[src/pkg/exec_subset_pkg.sv]
// constants for the instruction execute subset
`default_nettype none
package exec_subset_pkg;
    // opcode patterns (upper bits of word)
    localparam logic [5:0]  OPC_XOR_WORK_FILE   = 6'h06;  // 0001 10da
    localparam logic [5:0]  OPC_ROT_LEFT_NC     = 6'h11;  // 0100 01da
    localparam logic [5:0]  OPC_ROT_RIGHT_C     = 6'h0C;  // 0011 00da
    localparam logic [7:0]  OPC_BRANCH_NOT_NEG  = 8'hE7;  // 1110 0111
    localparam logic [15:0] OPC_CALL_WORK       = 16'h0014;
    localparam logic [8:0]  OPC_MOVE_INDEXED    = 9'h1D6; // 1110 1011 0
    localparam logic [7:0]  ACCESS_LIMIT        = 8'h5F;
    localparam logic [11:0] ACCESS_SFR_BASE     = 12'hF00;
    localparam logic [7:0]  ACCESS_SPLIT        = 8'h60;
    // addresses of indirect data registers (the ones that read as zero when moved)
    localparam logic [11:0] INDF0_ADDR          = 12'hFEF;
    localparam logic [11:0] INDF1_ADDR          = 12'hFE7;
    localparam logic [11:0] INDF2_ADDR          = 12'hFDF;
    localparam logic [3:0]  IND_LOW_FIRST       = 4'hB;
    localparam logic [3:0]  IND_LOW_LAST        = 4'hF;
    localparam logic [20:0] PC_STEP             = 21'h000002;
    localparam logic [20:0] PC_RESET            = 21'h000000;
    localparam logic [7:0]  BYTE_RESET          = 8'h00;
    localparam logic [1:0]  PHASE_LAST          = 2'h3;

    typedef enum logic [1:0]
    {
        PH_DECODE  = 2'b00,
        PH_READ    = 2'b01,
        PH_PROCESS = 2'b10,
        PH_WRITE   = 2'b11
    } phase_e;

    typedef enum logic [1:0]
    {
        CY_FIRST   = 2'b00,
        CY_FLUSH   = 2'b01,
        CY_MOVE2   = 2'b10
    } cycle_e;
endpackage
`default_nettype wire

[src/exec_subset.sv]
// execution of a subset of an 8-bit core's instructions over a four-phase cycle
//
// Summary of operation
// RL1: xor working register with file register; only negative and zero flags change.
// RL2: destination bit 0 sends result to working register, 1 to the file register.
// RL3: access bit 0 selects access bank, 1 lets bank select choose the bank.
// RL4: access bit 0, extended set on, address up to 95 gives indexed literal offset.
// RL5: call via working register pushes program counter plus two on the stack.
// RL6: pc low byte from working register; high and upper from the latches.
// RL7: call via working register takes two cycles, second is a no-operation.
// RL8: call leaves working register, flags and bank select untouched; single word.
// RL9: indexed move source is 7-bit offset plus indirect pointer two.
// RL10: indexed move destination is 12-bit literal of the second word.
// RL11: software never names pc low or stack top bytes as move destination.
// RL12: source hitting an indirect register yields zero as moved value.
// RL13: indexed move takes two words, two cycles; dummy read then write.
// RL14: branch if not negative adds twice offset when negative clear, two cycles.
// RL15: rotate left without carry: bit 7 into bit 0; negative and zero only.
// RL16: rotate right through carry: bit 0 to carry, carry to bit 7.
// RL17: each cycle runs decode, read, process and write phases.
`default_nettype none
module exec_subset
    import exec_subset_pkg::*;
(
    input  wire logic        sys_clk_i,
    input  wire logic        sys_rst_i,
    input  wire logic        ext_set_en_i,
    input  wire logic [15:0] instr_i,
    input  wire logic [7:0]  file_rdata_i,
    input  wire logic [7:0]  pc_high_latch_i,
    input  wire logic [7:0]  pc_upper_latch_i,
    input  wire logic [3:0]  bank_select_register_i,
    input  wire logic [11:0] indirect_pointer_two_i,
    output logic      [20:0] pc_o,
    output logic      [1:0]  phase_o,
    output logic      [11:0] file_addr_o,
    output logic             file_rd_o,
    output logic      [7:0]  file_wdata_o,
    output logic             file_we_o,
    output logic      [20:0] stack_push_data_o,
    output logic             stack_push_o,
    output logic      [7:0]  working_register_o,
    output logic             flag_carry_o,
    output logic             flag_zero_o,
    output logic             flag_negative_o,
    output logic             fetch_o,
    output logic             unknown_instr_o
);

    typedef struct packed
    {
        phase_e      phase;
        cycle_e      cyc;
        logic [15:0] ir;
        logic [20:0] pc;
        logic [11:0] addr;
        logic        rd;
        logic        we;
        logic [7:0]  wdata;
        logic [7:0]  opnd;
        logic [7:0]  result;
        logic [7:0]  move_val;
        logic [20:0] push_data;
        logic        push;
        logic [7:0]  working_register;
        logic        carry;
        logic        zero;
        logic        negative;
        logic        fetch;
        logic        unknown;
    } state_s;

    state_s st_r;
    state_s st_nxt;

    ////////////////////////////////////////////////////////////////////////////
    // decode helpers

    logic        is_xor;
    logic        is_rlnc;
    logic        is_rrc;
    logic        is_bnn;
    logic        is_call_via_work_reg;
    logic        is_move;
    logic        is_file_op;
    logic [11:0] file_addr;
    logic [11:0] move_src;
    logic        src_indirect;
    logic [7:0]  alu_out;
    logic        alu_carry;

    always_comb
    begin
        is_xor     = (st_r.ir[15:10] == OPC_XOR_WORK_FILE);   // RL1
        is_rlnc    = (st_r.ir[15:10] == OPC_ROT_LEFT_NC);     // RL15
        is_rrc     = (st_r.ir[15:10] == OPC_ROT_RIGHT_C);     // RL16
        is_bnn     = (st_r.ir[15:8] == OPC_BRANCH_NOT_NEG);   // RL14
        is_call_via_work_reg   = (st_r.ir == OPC_CALL_WORK);              // RL8
        is_move    = (st_r.ir[15:7] == OPC_MOVE_INDEXED);
        is_file_op = is_xor || is_rlnc || is_rrc;
        // bank and access addressing of byte-oriented file operands
        if (st_r.ir[8])
        begin
            file_addr = {bank_select_register_i, st_r.ir[7:0]};  // RL3
        end
        else if (ext_set_en_i && (st_r.ir[7:0] <= ACCESS_LIMIT))
        begin
            file_addr = indirect_pointer_two_i + {4'h0, st_r.ir[7:0]};  // RL4
        end
        else if (st_r.ir[7:0] < ACCESS_SPLIT)
        begin
            file_addr = {4'h0, st_r.ir[7:0]};  // RL3
        end
        else
        begin
            file_addr = ACCESS_SFR_BASE | {4'h0, st_r.ir[7:0]};  // RL3
        end
        move_src = indirect_pointer_two_i + {5'h00, st_r.ir[6:0]};  // RL9

        // indirect data registers sit in two rows: low nibbles B..F in both, 3..7 as well in the upper row;
        // a move whose source lands on one of them hands over zero instead of the pointed-to byte
        src_indirect = 1'b0;
        if (st_r.addr[11:4] == INDF2_ADDR[11:4] && st_r.addr[3:0] >= IND_LOW_FIRST)
        begin
            src_indirect = 1'b1;  // RL12
        end
        else if (st_r.addr[11:4] == INDF0_ADDR[11:4] && {1'b1, st_r.addr[2:0]} >= IND_LOW_FIRST)
        begin
            src_indirect = 1'b1;  // RL12
        end
        // xor and the left rotate pass the carry through untouched
        alu_out   = st_r.opnd;
        alu_carry = st_r.carry;
        if (is_xor)
        begin
            alu_out = st_r.working_register ^ st_r.opnd;  // RL1
        end
        else if (is_rlnc)
        begin
            alu_out = {st_r.opnd[6:0], st_r.opnd[7]};  // RL15
        end
        else if (is_rrc)
        begin
            alu_out   = {st_r.carry, st_r.opnd[7:1]};  // RL16
            alu_carry = st_r.opnd[0];                 // RL16
        end
    end

    ////////////////////////////////////////////////////////////////////////////
    // phase sequencer and execution

    always_comb
    begin
        st_nxt       = st_r;
        // strobes are one-clock pulses: cleared here, raised only in the phase that owns them
        st_nxt.rd    = 1'b0;
        st_nxt.we    = 1'b0;
        st_nxt.push  = 1'b0;
        st_nxt.fetch = 1'b0;
        st_nxt.phase = phase_e'(st_r.phase + 2'h1);  // RL17
        case (st_r.phase)
            PH_DECODE:
            begin
                if (st_r.cyc == CY_FIRST)
                begin
                    st_nxt.unknown = !(is_file_op || is_bnn || is_call_via_work_reg || is_move);
                end
            end
            PH_READ:
            begin
                if (st_r.cyc == CY_FIRST && is_file_op)
                begin
                    st_nxt.addr = file_addr;  // RL17
                    st_nxt.rd   = 1'b1;
                end
                else if (st_r.cyc == CY_FIRST && is_move)
                begin
                    st_nxt.addr = move_src;  // RL9
                end
                else if (st_r.cyc == CY_MOVE2)
                begin
                    // second cycle: dummy read of the destination before it is written
                    st_nxt.addr = st_r.ir[11:0];  // RL10
                    st_nxt.rd   = 1'b1;          // RL13
                end
            end
            PH_PROCESS:
            begin
                if (st_r.cyc == CY_FIRST && is_file_op)
                begin
                    // read data is taken while the read strobe still stands
                    st_nxt.opnd = file_rdata_i;
                end
                else if (st_r.cyc == CY_FIRST && is_call_via_work_reg)
                begin
                    st_nxt.push_data = st_r.pc + PC_STEP;  // RL5
                    st_nxt.push      = 1'b1;               // RL5
                end
                else if (st_r.cyc == CY_FIRST && is_move)
                begin
                    st_nxt.rd = 1'b1;  // RL13
                end
            end
            default:
            begin
                // every cycle ends in a fetch; taken branches and calls put the old word back below
                st_nxt.fetch = 1'b1;
                st_nxt.ir    = instr_i;
                st_nxt.cyc   = CY_FIRST;
                st_nxt.pc    = st_r.pc + PC_STEP;
                if (st_r.cyc == CY_FIRST && is_file_op)
                begin
                    st_nxt.result   = alu_out;
                    st_nxt.zero     = (alu_out == BYTE_RESET);  // RL1
                    st_nxt.negative = alu_out[7];               // RL1
                    st_nxt.carry    = alu_carry;                // RL16
                    if (st_r.ir[9])
                    begin
                        st_nxt.wdata = alu_out;  // RL2
                        st_nxt.we    = 1'b1;     // RL2
                    end
                    else
                    begin
                        st_nxt.working_register = alu_out;  // RL2
                    end
                end
                else if (st_r.cyc == CY_FIRST && is_bnn && !st_r.negative)
                begin
                    // incremented pc plus twice the signed offset
                    st_nxt.pc  = st_r.pc + PC_STEP + {{12{st_r.ir[7]}}, st_r.ir[7:0], 1'b0};  // RL14
                    st_nxt.cyc = CY_FLUSH;  // RL14
                    st_nxt.ir  = st_r.ir;
                end
                else if (st_r.cyc == CY_FIRST && is_call_via_work_reg)
                begin
                    // the word fetched in this cycle is dropped; the flush cycle fetches at the target
                    st_nxt.pc  = {pc_upper_latch_i[4:0], pc_high_latch_i, st_r.working_register};  // RL6
                    st_nxt.cyc = CY_FLUSH;  // RL7
                    st_nxt.ir  = st_r.ir;
                end
                else if (st_r.cyc == CY_FIRST && is_move)
                begin
                    // source value latched; indirect registers read as zero
                    if (src_indirect)
                    begin
                        st_nxt.move_val = BYTE_RESET;  // RL12
                    end
                    else
                    begin
                        st_nxt.move_val = file_rdata_i;
                    end
                    st_nxt.cyc = CY_MOVE2;  // RL13
                end
                else if (st_r.cyc == CY_MOVE2)
                begin
                    st_nxt.wdata = st_r.move_val;  // RL13
                    st_nxt.we    = 1'b1;           // RL13
                end
                // flush cycles of a taken branch or call hold the pc instead of advancing it
                if (st_r.cyc == CY_FLUSH)
                begin
                    st_nxt.pc = st_r.pc;  // RL7
                end
            end
        endcase
    end

    always_ff @(posedge sys_clk_i)
    begin
        if (sys_rst_i)
        begin
            st_r       <= '0;
            st_r.phase <= PH_DECODE;
            // start in a flush cycle so nothing executes before the first word is fetched
            st_r.cyc   <= CY_FLUSH;
            st_r.pc    <= PC_RESET;
        end
        else
        begin
            st_r <= st_nxt;
        end
    end

    ////////////////////////////////////////////////////////////////////////////
    // outputs straight from state

    assign pc_o               = st_r.pc;
    assign phase_o            = st_r.phase;
    assign file_addr_o        = st_r.addr;
    assign file_rd_o          = st_r.rd;
    assign file_wdata_o       = st_r.wdata;
    assign file_we_o          = st_r.we;
    assign stack_push_data_o  = st_r.push_data;
    assign stack_push_o       = st_r.push;
    assign working_register_o = st_r.working_register;
    assign flag_carry_o       = st_r.carry;
    assign flag_zero_o        = st_r.zero;
    assign flag_negative_o    = st_r.negative;
    assign fetch_o            = st_r.fetch;
    assign unknown_instr_o    = st_r.unknown;

endmodule // exec_subset
`default_nettype wire

[config.mk]
export PLATFORM = sky130hd
export DESIGN_NAME = exec_subset
export DESIGN_NICKNAME = d
export VERILOG_FILES = /design/src/pkg/exec_subset_pkg.sv /design/src/exec_subset.sv
export SDC_FILE = /design/constraint.sdc
export NUM_CORES = 1
export LEC_CHECK = 0
export ABC_AREA = 1
export BUFFER_PORTS_ARGS = -buffer_cell sky130_fd_sc_hd__clkbuf_2
export CORE_UTILIZATION = 45
export CTS_CLUSTER_DIAMETER = 200
export DETAILED_ROUTE_END_ITERATION = 10
export PLACE_DENSITY = 0.64
export SKIP_LAST_GASP = 1
export SLEW_MARGIN = 20
export SYNTH_ARGS = -nofsm -noshare
export SYNTH_HDL_FRONTEND = slang
export SYNTH_SLANG_ARGS = --single-unit
[constraint.sdc]
create_clock -name sys_clk_i -period 5.3 [get_ports sys_clk_i]
set_input_delay 0.53 -clock sys_clk_i [delete_from_list [all_inputs] [get_ports sys_clk_i]]
set_output_delay 0.53 -clock sys_clk_i [all_outputs]
set_load 0.02 [all_outputs]
== Word level (Yosys, flattened, before mapping) ==
Cells that the tools add are included.
Word-level totals
  input bits: 59
  register bits after elaboration: 114
  output and inout port bits: 80
Operators by class
  reductions and logical operators: 34
  order comparisons: 4
  bitwise gates (word level): 10
  eq/ne operators: 16
  muxes and demuxes: 30
  $add $sub $neg: 5
Operator list (number)
  39-bit 2-to-1 mux: 2
  9-bit 2-to-1 mux: 6
  12-bit 2-to-1 mux: 4
  37-bit 2-to-1 mux: 1
  8-bit 2-to-1 mux: 4
  13-bit 2-to-1 mux: 2
  8-bit equality test, second input constant: 3
  21-bit by 2-bit adder with 21-bit output, second input constant: 1
  21-bit adder: 1
  16-bit by 5-bit equality test with 1-bit output, second input constant: 1
  12-bit by 7-bit adder with 12-bit output: 1
  12-bit by 8-bit adder with 12-bit output: 1
  2-bit AND reduction: 5
  5-bit AND reduction: 2
  9-bit equality test, second input constant: 1
  1-bit NOT: 9
  3-bit AND reduction: 3
  4-bit greater-or-equal comparator, second input constant: 2
  8-bit by 7-bit less-or-equal comparator with 1-bit output, second input constant: 1
  1-bit logical AND: 8
  8-bit zero test: 1
  8-bit by 7-bit < comparator with 1-bit output, second input constant: 1
  1-bit 2-to-1 mux: 8
  2-bit != test, second input constant: 4
  other kinds (17): 27

== Longest topological paths before layout ==
Gate-level depths: netlist (run 1).
  word-level depth: 7
  depth in mapped cells: 21
  gate-level depth less buffers: 21

== Worst setup path after synthesis (run 1) ==
OpenSTA, ideal clock, no wires.
  path type: register to register
  from: reg st_r (netlist bit pc_o[1])
  to: reg st_r (netlist bit pc_o[20])
  setup time: 0.133 ns
  clock period less this slack: 2.819 ns
  path buffers: 0
  path slack: 2.481 ns
  stages on the path, launching flop included: 20
  arrival time: 2.686 ns
  cell sequence: dfxtp_1 > ha_1 > nand3_1 > nor2_1 > nand3_1 > nor3_1 > xor2_1 > inv_1 > ha_1 > nand2_1 > nor2_1 > nand2_1 > inv_1 > nand4_1 > nand3_1 > nand3_1 > nand3_1 > nand2_1 > nand2_1 > a21oi_1
Between the ends
  word-level cells in the longest chain between the ends: 4
Ends and longest elaborated chain
  start, declared: RTL line exec_subset.sv:73  | state_s st_r;
  start signal, assigned: RTL line exec_subset.sv:280  | st_r <= st_nxt;
  21-bit by 2-bit adder with 21-bit output (*): RTL line exec_subset.sv:210, exec_subset.sv:230
  21-bit adder or 37-bit 2-to-1 mux (tied branches): RTL line exec_subset.sv:230, exec_subset.sv:234
  39-bit 2-to-1 mux: RTL line exec_subset.sv:227  | else if (st_r.cyc == CY_FIRST && is_bnn && !st_r.negative)
  39-bit 2-to-1 mux (*): RTL line exec_subset.sv:211  | if (st_r.cyc == CY_FIRST && is_file_op)
Every way passes the cells marked *; elsewhere a longest branch is shown, timed or not. The select of a mux whose other input is x is not followed.
A chain may end at the register's enable or synchronous reset.

== Final worst setup path (run 1) ==
Same ends and word-level chain as after synthesis.

==> results of run 1 <==
[through the flow]
stage,utilization,instances
5_1_grt,0.5092,1552
6_report,0.5092,1552
3_5_place_dp,0.4764,1520
3_3_place_gp,0.4764,1520
4_1_cts,0.5089,1552
2_1_floorplan,-,1259
[Yosys cell counts (all sizes together)]
cell type,n,area [µm²]
nand2,267,1047
nor2,167,700.7
inv,141,531.8
a21oi,124,628.1
dfxtp,114,2282
o21ai,100,500.5
buf,85,623.1
nand3,67,352.8
ha,33,412.9
clkbuf,24,91.33
a211oi,19,142.6
xor2,18,157.7
nand4,13,87.58
o211ai,13,97.59
xnor2,13,113.9
a31oi,8,65.06
mux2i,8,80.08
nor3,7,35.03
a22oi,4,30.03
and2,4,25.02
nor4,4,40.04
o21bai,4,30.03
o22ai,4,25.02
nand3b,3,22.52
o221ai,3,26.28
a21boi,2,15.01
fa,2,40.04
or2,2,12.51
a21o,1,7.510
a221oi,1,8.760
nor3b,1,7.510
o21a,1,7.510
o31ai,1,7.510
or3,1,6.260
[where the power goes]
| part | switching [mW] | internal [mW] | leakage [nW] |
|---|---|---|---|
| logic | 0.120 | 0.0631 | 3.25 |
| registers | 0.0192 | 0.867 | 0.920 |
| clock network | 0.418 | 0.694 | 0.274 |
| total | 0.558 | 1.62 | 4.44 |
[placed cells by master (no fill, tap or decap), drive strengths merged, types with 3 or more instances in the layout]
cell      netlist  routed
nand2         267     267
nor2          167     167
clkbuf         24     156
inv           141     142
a21oi         124     124
dfxtp         114     114
o21ai         100     100
nand3          67      67
ha             33      33
a211oi         19      19
xor2           18      18
xnor2          13      13
o211ai         13      13
nand4          13      13
mux2i           8       8
a31oi           8       8
nor3            7       7
buf            85       6
clkinvlp        0       5
a22oi           4       4
and2            4       4
o22ai           4       4
o21bai          4       4
nor4            4       4
clkinv          0       4
nand3b          3       3
o221ai          3       3
[registers in the layout (all words and copies together), names as in the netlist]
name	cells
st_r	34
pc_o	21
phase_o	2
flag_negative_o	1
stack_push_o	1
file_we_o	1
working_register_o	8
unknown_instr_o	1
flag_carry_o	1
fetch_o	1
file_rd_o	1
file_addr_o	12
stack_push_data_o	21
file_wdata_o	8
flag_zero_o	1
[final cells by class]
cell class | instances | area (µm²)
fillers | 1864 | 8817
multi-input cells | 895 | 4741
flip-flops and latches | 114 | 2282
repair buffers | 141 | 720.7
inverters | 141 | 531.8
clock buffers | 21 | 480.5
well taps | 229 | 286.5
clock inverters | 11 | 103.9
[final timing paths]
kind	end	cells after the start
worst max-delay path	pc_o[20]	19
worst min-delay path	st_r[111]	3
worst max register to register	pc_o[20]	19
worst min register to register	stack_push_data_o[0]	2
[cell families after synthesis]
logic type / after synthesis
and+or+nand+nor: 536
AOI/OAI and AO/OA: 285
buffers and inverters: 250
DFF: 114
adders and majority gates: 35
xor gates and xnor gates: 31
muxes: 8
[routing by layer]
metal  track usage  vias to the layer above
met2        0.4394                      212
met4       0.09524                        0
met5             0                        -
li1              -                     4179
met3       0.03753                       41
met1        0.3225                     3702
[worst max-delay path, stage by stage, from the launching register on]
cell     delay (ns)
dfxtp_1        0.53
ha_1           0.32
nand3_1        0.15
nor2_1         0.20
nand3_1        0.15
nor3_1         0.20
xor2_1         0.36
inv_1          0.09
ha_1           0.37
nand2_1        0.14
nor2_1         0.19
nand2_1        0.07
inv_1          0.07
nand4_1        0.07
nand3_1        0.15
nand3_1        0.09
nand3_1        0.09
nand2_1        0.06
nand2_1        0.06
a21oi_1        0.06
==> impl_metrics.tcl, run 1 <==
set metrics [dict create \
    synth.distinct_cells 51 \
    cp.arrival_ns 3.83 \
    synth_mux_area_frac 0.009693 \
    synthXorXnorAreaFrac 0.03286 \
    crit_path_end_kind "flip-flop" \
    skew_ns 0.01398 \
    track_usage 0.2562 \
    cts_buffer_depth 2 \
    finalHoldViolCount 0 \
    wl_met3_um 962 \
    grt_pass1_vias 7431 \
    fin_area_mm2 0.009146 \
    coreArea_mm2 0.01796 \
    placed_area_mm2 0.008557 \
    seq_area_frac_synth 0.2762 \
    clock_latency_ns 0.42 \
    io_pins 139 \
    h-tree-depth 4 \
    ant_nets 0 \
    syn-cell-area_mm2 0.008262 \
    dieHeight_um 137.5 \
    ctsResizeCount 0 \
    num-nets-final 1404 \
    drive_gt1_frac 0.1618 \
    p_total_mw 2.182 \
    synthSimpleGateAreaFrac 0.2829 \
    synth_cells 1259 \
    cts_tree "built" \
    min-delay-start "instr_i[9]" \
    synth.avg_cell_area_um2 6.562 \
    top_layer "met4" \
    rsz0062_at_grt "false" \
    setup.worst_path.start "pc_o[1]" \
    leakage_nw 4.444 \
    port_buffers 135 \
    cts_buffers 17 \
    setup_viol 0 \
    timing.final.max_slew_violations 0 \
    path_max_fanout 8 \
    hold_path_class "input port to flip-flop" \
    cp.required_ns 5.57 \
    drt_pass1_iterations 7 \
    period_minus_slack_ns 3.566 \
    holdWs_ns 0.3827 \
    cts.clk_slew.worst_paths_ns 0.05 \
    cts-root-buf "clkbuf_16" \
    cts_hold_buf 0 \
    start_util 0.4599 \
    numClockSinks 114 \
    overflow 0 \
    wl_met2_mm 10.92 \
    tns_ns 0 \
    slew-limit-headroom 0.2898 \
    fin_crit_sh 0.6728 \
    totalWireLength_mm 23.52 \
    r2r_start "pc_o[1]" \
    route.detailed.drc 0 \
    synth_compound_area_frac 0.1926 \
    worst_slack_ns 1.734 \
    tightest_slew_ns 1.061 \
    synth_seq_cells 114 \
    synth_top_family_by_area "simple AND/OR/NAND/NOR gates" \
    p_per_area_mw_per_mm2 238.6 \
    wl_per_cell_um 15.16 \
    status "finished clean" \
    cap_violations 0 \
    grt_first_pass_wirelength_mm 37.22 \
    ys_warn_count 0 \
    pre_cts_ws_ns 1.737 \
    postCtsSetupBuffers 0 \
    start_kind "flip-flop" \
    fmax_mhz 280.4 \
    gp_congestion 0.8772 \
    synth_nets 1353 \
    vias 8134 \
    ff2ff_setup_slack_ns 1.73 \
    diodes 0 \
    grt_max_degree 60 \
    dieArea_mm2 0.01890 \
    grt_antenna_before_repair 0 \
    path_class "flip-flop to flip-flop" \
    synthAdderAreaFrac 0.05482 \
    die_x_um 137.5 \
    vias_per_cell 5.241 \
    met1_length_mm 11.02 \
    fp-row-count 49 \
    irDropWorstVdd_mv 0.2127 \
    hpwl_mm 18.01 \
    first_iter_violations 530 \
    areaGrowthSynthToFinish_pct 10.71 \
]
No activity file was read; power rests on OpenSTA's default activity.
==> run 2: changes to the inputs <==
--- a/config.mk
+++ b/config.mk
@@ -10,7 +10,7 @@
 export CORE_UTILIZATION = 45
 export CTS_CLUSTER_DIAMETER = 200
 export DETAILED_ROUTE_END_ITERATION = 10
-export PLACE_DENSITY = 0.64
+export PLACE_DENSITY = 0.67
 export SKIP_LAST_GASP = 1
 export SLEW_MARGIN = 20
 export SYNTH_ARGS = -nofsm -noshare
==> constraint.sdc (replaced) <==
create_clock -name sys_clk_i -period 2.95 [get_ports sys_clk_i]
set_input_delay 0.295 -clock sys_clk_i [delete_from_list [all_inputs] [get_ports sys_clk_i]]
set_output_delay 0.295 -clock sys_clk_i [all_outputs]
set_load 0.02 [all_outputs]
==> run 2 against run 1 <==
Effect of this change:
- via count up 2.4%
- largest power group unchanged
- cell count rose by 3.0%
- non-clock buffer count rose by 47
- register-to-register slack lost 1.6 ns
- clock power increased by 99%
- critical path depth shrank 2
- setup slack got worse by 1.6 ns
- sequential share of layout area shrank 1.7 points
==> impl_metrics.tcl, run 2 (synthesized netlist as in run 1, its figures left out) <==
set metrics [dict create \
    grt_first_pass_wirelength_mm 38.25 \
    pwr-share-comb 0.085 \
    dieHeight_um 137.5 \
    ff2ff_setup_slack_ns 0.16 \
    status "finished clean" \
    io_pins 139 \
    hpwl_mm 18.39 \
    drt_pass1_iterations 5 \
    switchingPower_mw 1.032 \
    leakage_nw 4.719 \
    min-delay-start "instr_i[8]" \
    areaGrowthSynthToFinish_pct 18.93 \
    power_switching_share 0.2487 \
    setup_viol 0 \
    nFillCells 1791 \
    grt_antenna_before_repair 0 \
    hold_path_class "input port to flip-flop" \
    worstHoldEndpoint "st_r[110]" \
    first_iter_violations 640 \
    wl_per_cell_um 15.25 \
    fin_crit_sh 0.9452 \
    cap_violations 0 \
    reg2reg_to "pc_o[18]" \
    clock_latency_ns 0.42 \
    fmax_mhz 358.6 \
    fin_area_mm2 0.009826 \
    mostFrequentLayoutCells "249 x nand2_1, 147 x nor2_1, 135 x clkbuf_2" \
    cts_tree "built" \
    coreArea_mm2 0.01796 \
    cp.required_ns 3.22 \
    fin_util 0.5470 \
    finalHoldViolCount 0 \
    r2r_start "pc_o[2]" \
    worst-r2r-cell-count 17 \
    totalWireLength_mm 24.38 \
    place_inst 1564 \
    cp.arrival_ns 3.06 \
    path_class "flip-flop to flip-flop" \
    cts_buffers 17 \
    h-tree-depth 4 \
    pre_cts_ws_ns -0.02606 \
    seq_power_share 0.381 \
    track_usage 0.2629 \
    vias_per_cell 5.210 \
    start_util 0.4599 \
    layout_commonest_cell "nand2_1" \
    vias 8330 \
    regMostFlops "st_r" \
    overflow 0 \
    grt_max_degree 59 \
    route.detailed.drc 0 \
    clkPwrFrac 0.533 \
    p_per_area_mw_per_mm2 422.4 \
    gp_congestion 0.9477 \
    fp-row-count 49 \
    diodes 0 \
    die_x_um 137.5 \
    cts-root-buf "clkbuf_16" \
    tightest_slew_ns 0.6588 \
    placed_area_mm2 0.008887 \
    slew-limit-headroom 0.5608 \
    dieArea_mm2 0.01890 \
    ant_nets 0 \
    final_cells 1599 \
    cts.clk_slew.worst_paths_ns 0.06 \
    drive_gt1_frac 0.2314 \
    cts_buffer_depth 2 \
    path_max_fanout 4 \
    worst_slack_ns 0.1617 \
    crit_path_end_kind "flip-flop" \
    p_total_mw 4.150 \
    rsz0062_at_grt "false" \
    largest_register_ffs 34 \
    whs_path_depth 3 \
    port_buffers 135 \
    numClockSinks 114 \
    num-nets-final 1451 \
    power.internal_mw 3.118 \
    start_kind "flip-flop" \
    skew_ns 0.007912 \
    timing.final.max_slew_violations 0 \
    irDropWorstVdd_mv 0.4225 \
    grt_pass1_vias 7724 \
    period_minus_slack_ns 2.788 \
]
-- run 2: cell count changes in the layout (fill, tap and decap cells not counted), sizes merged --
cell,previous run,this run
clkbuf,156,154
bufinv,1,4
clkinv,4,5
buf,6,53
clkinvlp,5,3
-- run 2: critical path, stage by stage (launching register included) --
cell and delay [ns]:
dfxtp_2 0.33, ha_2 0.20, nand3_4 0.09, nor2_4 0.15, nand3_2 0.10, nor3_2 0.20
xor2_1 0.26, inv_1 0.11, ha_4 0.30, nand2_2 0.10, nor4_2 0.26, nand2_1 0.11
nand2_1 0.07, nand2_1 0.05, nand3_1 0.11, nand2_1 0.07, nand2_1 0.08, a21oi_1 0.06
-- run 2: final cells by class --
type | count | area [µm²] | area share
clock inverters | 13 | 183.9 | 0.01872
repair buffers | 188 | 1074 | 0.1093
flip-flops and latches | 114 | 2288 | 0.2329
well taps | 229 | 286.5 | 0.02916
inverters | 141 | 531.8 | 0.05412
clock buffers | 19 | 442.9 | 0.04508
multi-input cells | 895 | 5019 | 0.5108
-- run 2: how the worst max path moves through the flow --
| stage | to | startpoint | cells past startpoint |
|---|---|---|---|
| 2_1_floorplan | pc_o[20] | pc_o[1] | 19 |
| 3_3_place_gp | pc_o[20] | pc_o[1] | 19 |
| 3_5_place_dp | pc_o[20] | pc_o[1] | 19 |
| 4_1_cts | pc_o[20] | pc_o[1] | 19 |
| 5_1_grt | pc_o[18] | pc_o[1] | 17 |
| 6_report | pc_o[18] | pc_o[2] | 17 |
-- run 2: metal layers --
layer	GRT usage	vias to the layer above	part of all wire
met1	0.3280	3737	0.45
met2	0.4458	274	0.47
met5	0	-	0
met3	0.04121	46	0.050
met4	0.1123	0	0.029
li1	-	4273	-
-- run 2: power by group through the flow --
stage	Combinational [mW]	Clock (mW)	Sequential [mW]
2_1_floorplan	0.222	0	1.61
3_3_place_gp	0.337	0	1.62
3_5_place_dp	0.338	0	1.62
4_1_cts	0.340	2.23	1.58
5_1_grt	0.393	2.30	1.59
6_report	0.354	2.21	1.58
-- run 2: timing repair --
action	CTS	global route
buffers inserted	1	2
gates resized for setup	2	67
setup endpoints to repair	1	13
pin swaps	1	16
hold buffers	0	0
hold endpoints to repair	0	0
-- run 2: stage by stage --
step	hold WS (ns)	TNS, ns
final	0.1452	0
after global routing	0.1541	0
after CTS	0.1439	0
after detailed placement	0.4690	-0.02606
after global placement	0.4648	0
after floorplan	0.4444	0
==> run 3: changes to the inputs <==
--- a/config.mk
+++ b/config.mk
@@ -11,6 +11,7 @@
 export CTS_CLUSTER_DIAMETER = 200
 export DETAILED_ROUTE_END_ITERATION = 10
 export PLACE_DENSITY = 0.67
+export REMOVE_ABC_BUFFERS = 1
 export SKIP_LAST_GASP = 1
 export SLEW_MARGIN = 20
 export SYNTH_ARGS = -nofsm -noshare
==> run 3 against run 2 <==
Effect of this change:
- flip-flop and latch count unchanged
- die area unchanged
- worst hold slack better by 0.0049 ns
- clock-buffer cell count up 1
- final area down 2.4%
- clock power down 7%
- cell count down 1.0%
- combinational power down 3%
- critical path type unchanged
==> impl_metrics.tcl, run 3 (synthesized netlist as in run 1, its figures left out) <==
set metrics [dict create \
    power.internal_mw 2.966 \
    vias_per_cell 5.297 \
    num-nets-final 1435 \
    finalHoldViolCount 0 \
    io_pins 139 \
    critPathTopFamily "simple AND/OR/NAND/NOR gates" \
    cts_buffers 17 \
    coreArea_mm2 0.01796 \
    p_total_mw 3.984 \
    status "finished clean" \
    hold_path_class "input port to flip-flop" \
    cts_buffer_depth 2 \
    slew-limit-headroom 0.5495 \
    min-delay-start "instr_i[8]" \
    seq_power_share 0.398 \
    pre_cts_ws_ns -0.04170 \
    route.detailed.drc 0 \
    period_minus_slack_ns 2.799 \
    dieArea_mm2 0.01890 \
    totalWireLength_mm 24.40 \
    start_kind "flip-flop" \
    cts-root-buf "clkbuf_16" \
    grt_antenna_before_repair 0 \
    cp.arrival_ns 3.14 \
    worst_slack_ns 0.1512 \
    ant_nets 0 \
    crit_path_end_kind "flip-flop" \
    hpwl_mm 18.06 \
    cts_tree "built" \
    placed_area_mm2 0.008782 \
    path_max_fanout 4 \
    largest_register_ffs 34 \
    grt_first_pass_wirelength_mm 37.81 \
    cp.required_ns 3.30 \
    power_switching_share 0.2555 \
    pwr-share-comb 0.086 \
    first_iter_violations 545 \
    track_usage 0.2602 \
    h-tree-depth 4 \
    cp_cell_sequence "ha_2, nand3_2, nor2_4, nand2_2, nor3b_2, xor2_1, inv_2, ha_4, nand2_2, o21bai_1, a21oi_1, nand2_1, xor2_1, nand2_1, nand2_1, nand2_1, a21oi_1" \
    vias 8385 \
    cts.clk_slew.worst_paths_ns 0.06 \
    worstHoldEndpoint "st_r[110]" \
    clock_latency_ns 0.42 \
    cap_violations 0 \
    p_per_area_mw_per_mm2 415.5 \
    overflow 0 \
    die_x_um 137.5 \
    tightest_slew_ns 0.6696 \
    drt_pass1_iterations 5 \
    start_util 0.4599 \
    fp-row-count 49 \
    gp_congestion 0.9363 \
    clkPwrFrac 0.515 \
    dieHeight_um 137.5 \
    grt_max_degree 59 \
    r2r_start "pc_o[1]" \
    rsz0062_at_grt "true" \
    drive_gt1_frac 0.2142 \
    worst-r2r-cell-count 17 \
    tns_ns 0 \
    crit_top_cell "nand2_1" \
    cpPeakStageDelay_ns 0.33 \
    irDropWorstVdd_mv 0.4267 \
    whs_path_depth 3 \
    grt_pass1_vias 7501 \
    regMostFlops "st_r" \
    skew_ns 0.007671 \
    layout_commonest_cell "nand2_1" \
    mostFrequentLayoutCells "254 x nand2_1, 148 x nor2_1, 135 x clkbuf_2" \
    areaGrowthSynthToFinish_pct 16.05 \
    timing.final.max_slew_violations 0 \
    numClockSinks 114 \
    reg2reg_to "pc_o[14]" \
    diodes 0 \
    fin_crit_sh 0.9488 \
    cp_slowest_cell "dfxtp_1" \
    crit_buf_inv 1 \
    switchingPower_mw 1.018 \
    ff2ff_setup_slack_ns 0.15 \
    port_buffers 135 \
    wl_per_cell_um 15.42 \
    setup_viol 0 \
    fmax_mhz 357.3 \
    fin_area_mm2 0.009588 \
    leakage_nw 4.607 \
    path_class "flip-flop to flip-flop" \
]
## run 3: cell type report
cell class / instances / area, µm²
inverters: 141 / 531.8
clock buffers: 20 / 456.7
flip-flops and latches: 114 / 2288
fillers: 1759 / 8376
multi-input cells: 895 / 4938
well taps: 229 / 286.5
repair buffers: 172 / 953.4
clock inverters: 12 / 132.6
## run 3: power by group through the flow
stage | Clock (mW) | Combinational (mW) | Sequential [mW]
6_report | 2.05 | 0.344 | 1.59
5_1_grt | 2.15 | 0.383 | 1.59
4_1_cts | 2.08 | 0.333 | 1.59
3_5_place_dp | 0 | 0.330 | 1.62
3_3_place_gp | 0 | 0.329 | 1.62
2_1_floorplan | 0 | 0.198 | 1.62
## run 3: worst min-delay path: stages
cell and delay (ns):
clkbuf_2 0.08, nor2_1 0.10, a211oi_1 0.05
## run 3: worst max-delay path by stage
stage,startpoint,end,slack (ns),cells after the start
after floorplan,st_r[109],stack_push_data_o[12],-0.28,8
after global placement,pc_o[2],pc_o[20],0.02,19
after detailed placement,pc_o[2],pc_o[20],-0.04,19
after CTS,pc_o[2],pc_o[20],0.03,19
after global routing,pc_o[1],pc_o[17],-0.07,19
final,pc_o[1],pc_o[14],0.15,17
## run 3: per-stage QoR
| step | utilization | hold WS, ns | instances |
|---|---|---|---|
| floorplan | - | 0.3617 | 1150 |
| global placement | 0.4889 | 0.4618 | 1550 |
| detailed placement | 0.4889 | 0.4754 | 1550 |
| CTS | 0.5223 | 0.1314 | 1583 |
| global route | 0.5337 | 0.1561 | 1583 |
| finish | 0.5337 | 0.1501 | 1583 |
## run 3: what timing repair did
item                       4_1_cts  5_1_grt
setup endpoints to repair        1       12
hold buffers                     0        0
resized for setup                1       51
pin swaps                        1        8
setup buffers                    1        0
## run 3: layer usage
| layer | vias up | GRT usage | routed length [µm] |
|---|---|---|---|
| met1 | 3841 | 0.3391 | 10930 |
| met3 | 41 | 0.05004 | 1418 |
| met5 | - | 0 | 0 |
| met2 | 256 | 0.4218 | 11380 |
| li1 | 4247 | - | - |
| met4 | 0 | 0.09951 | 671 |
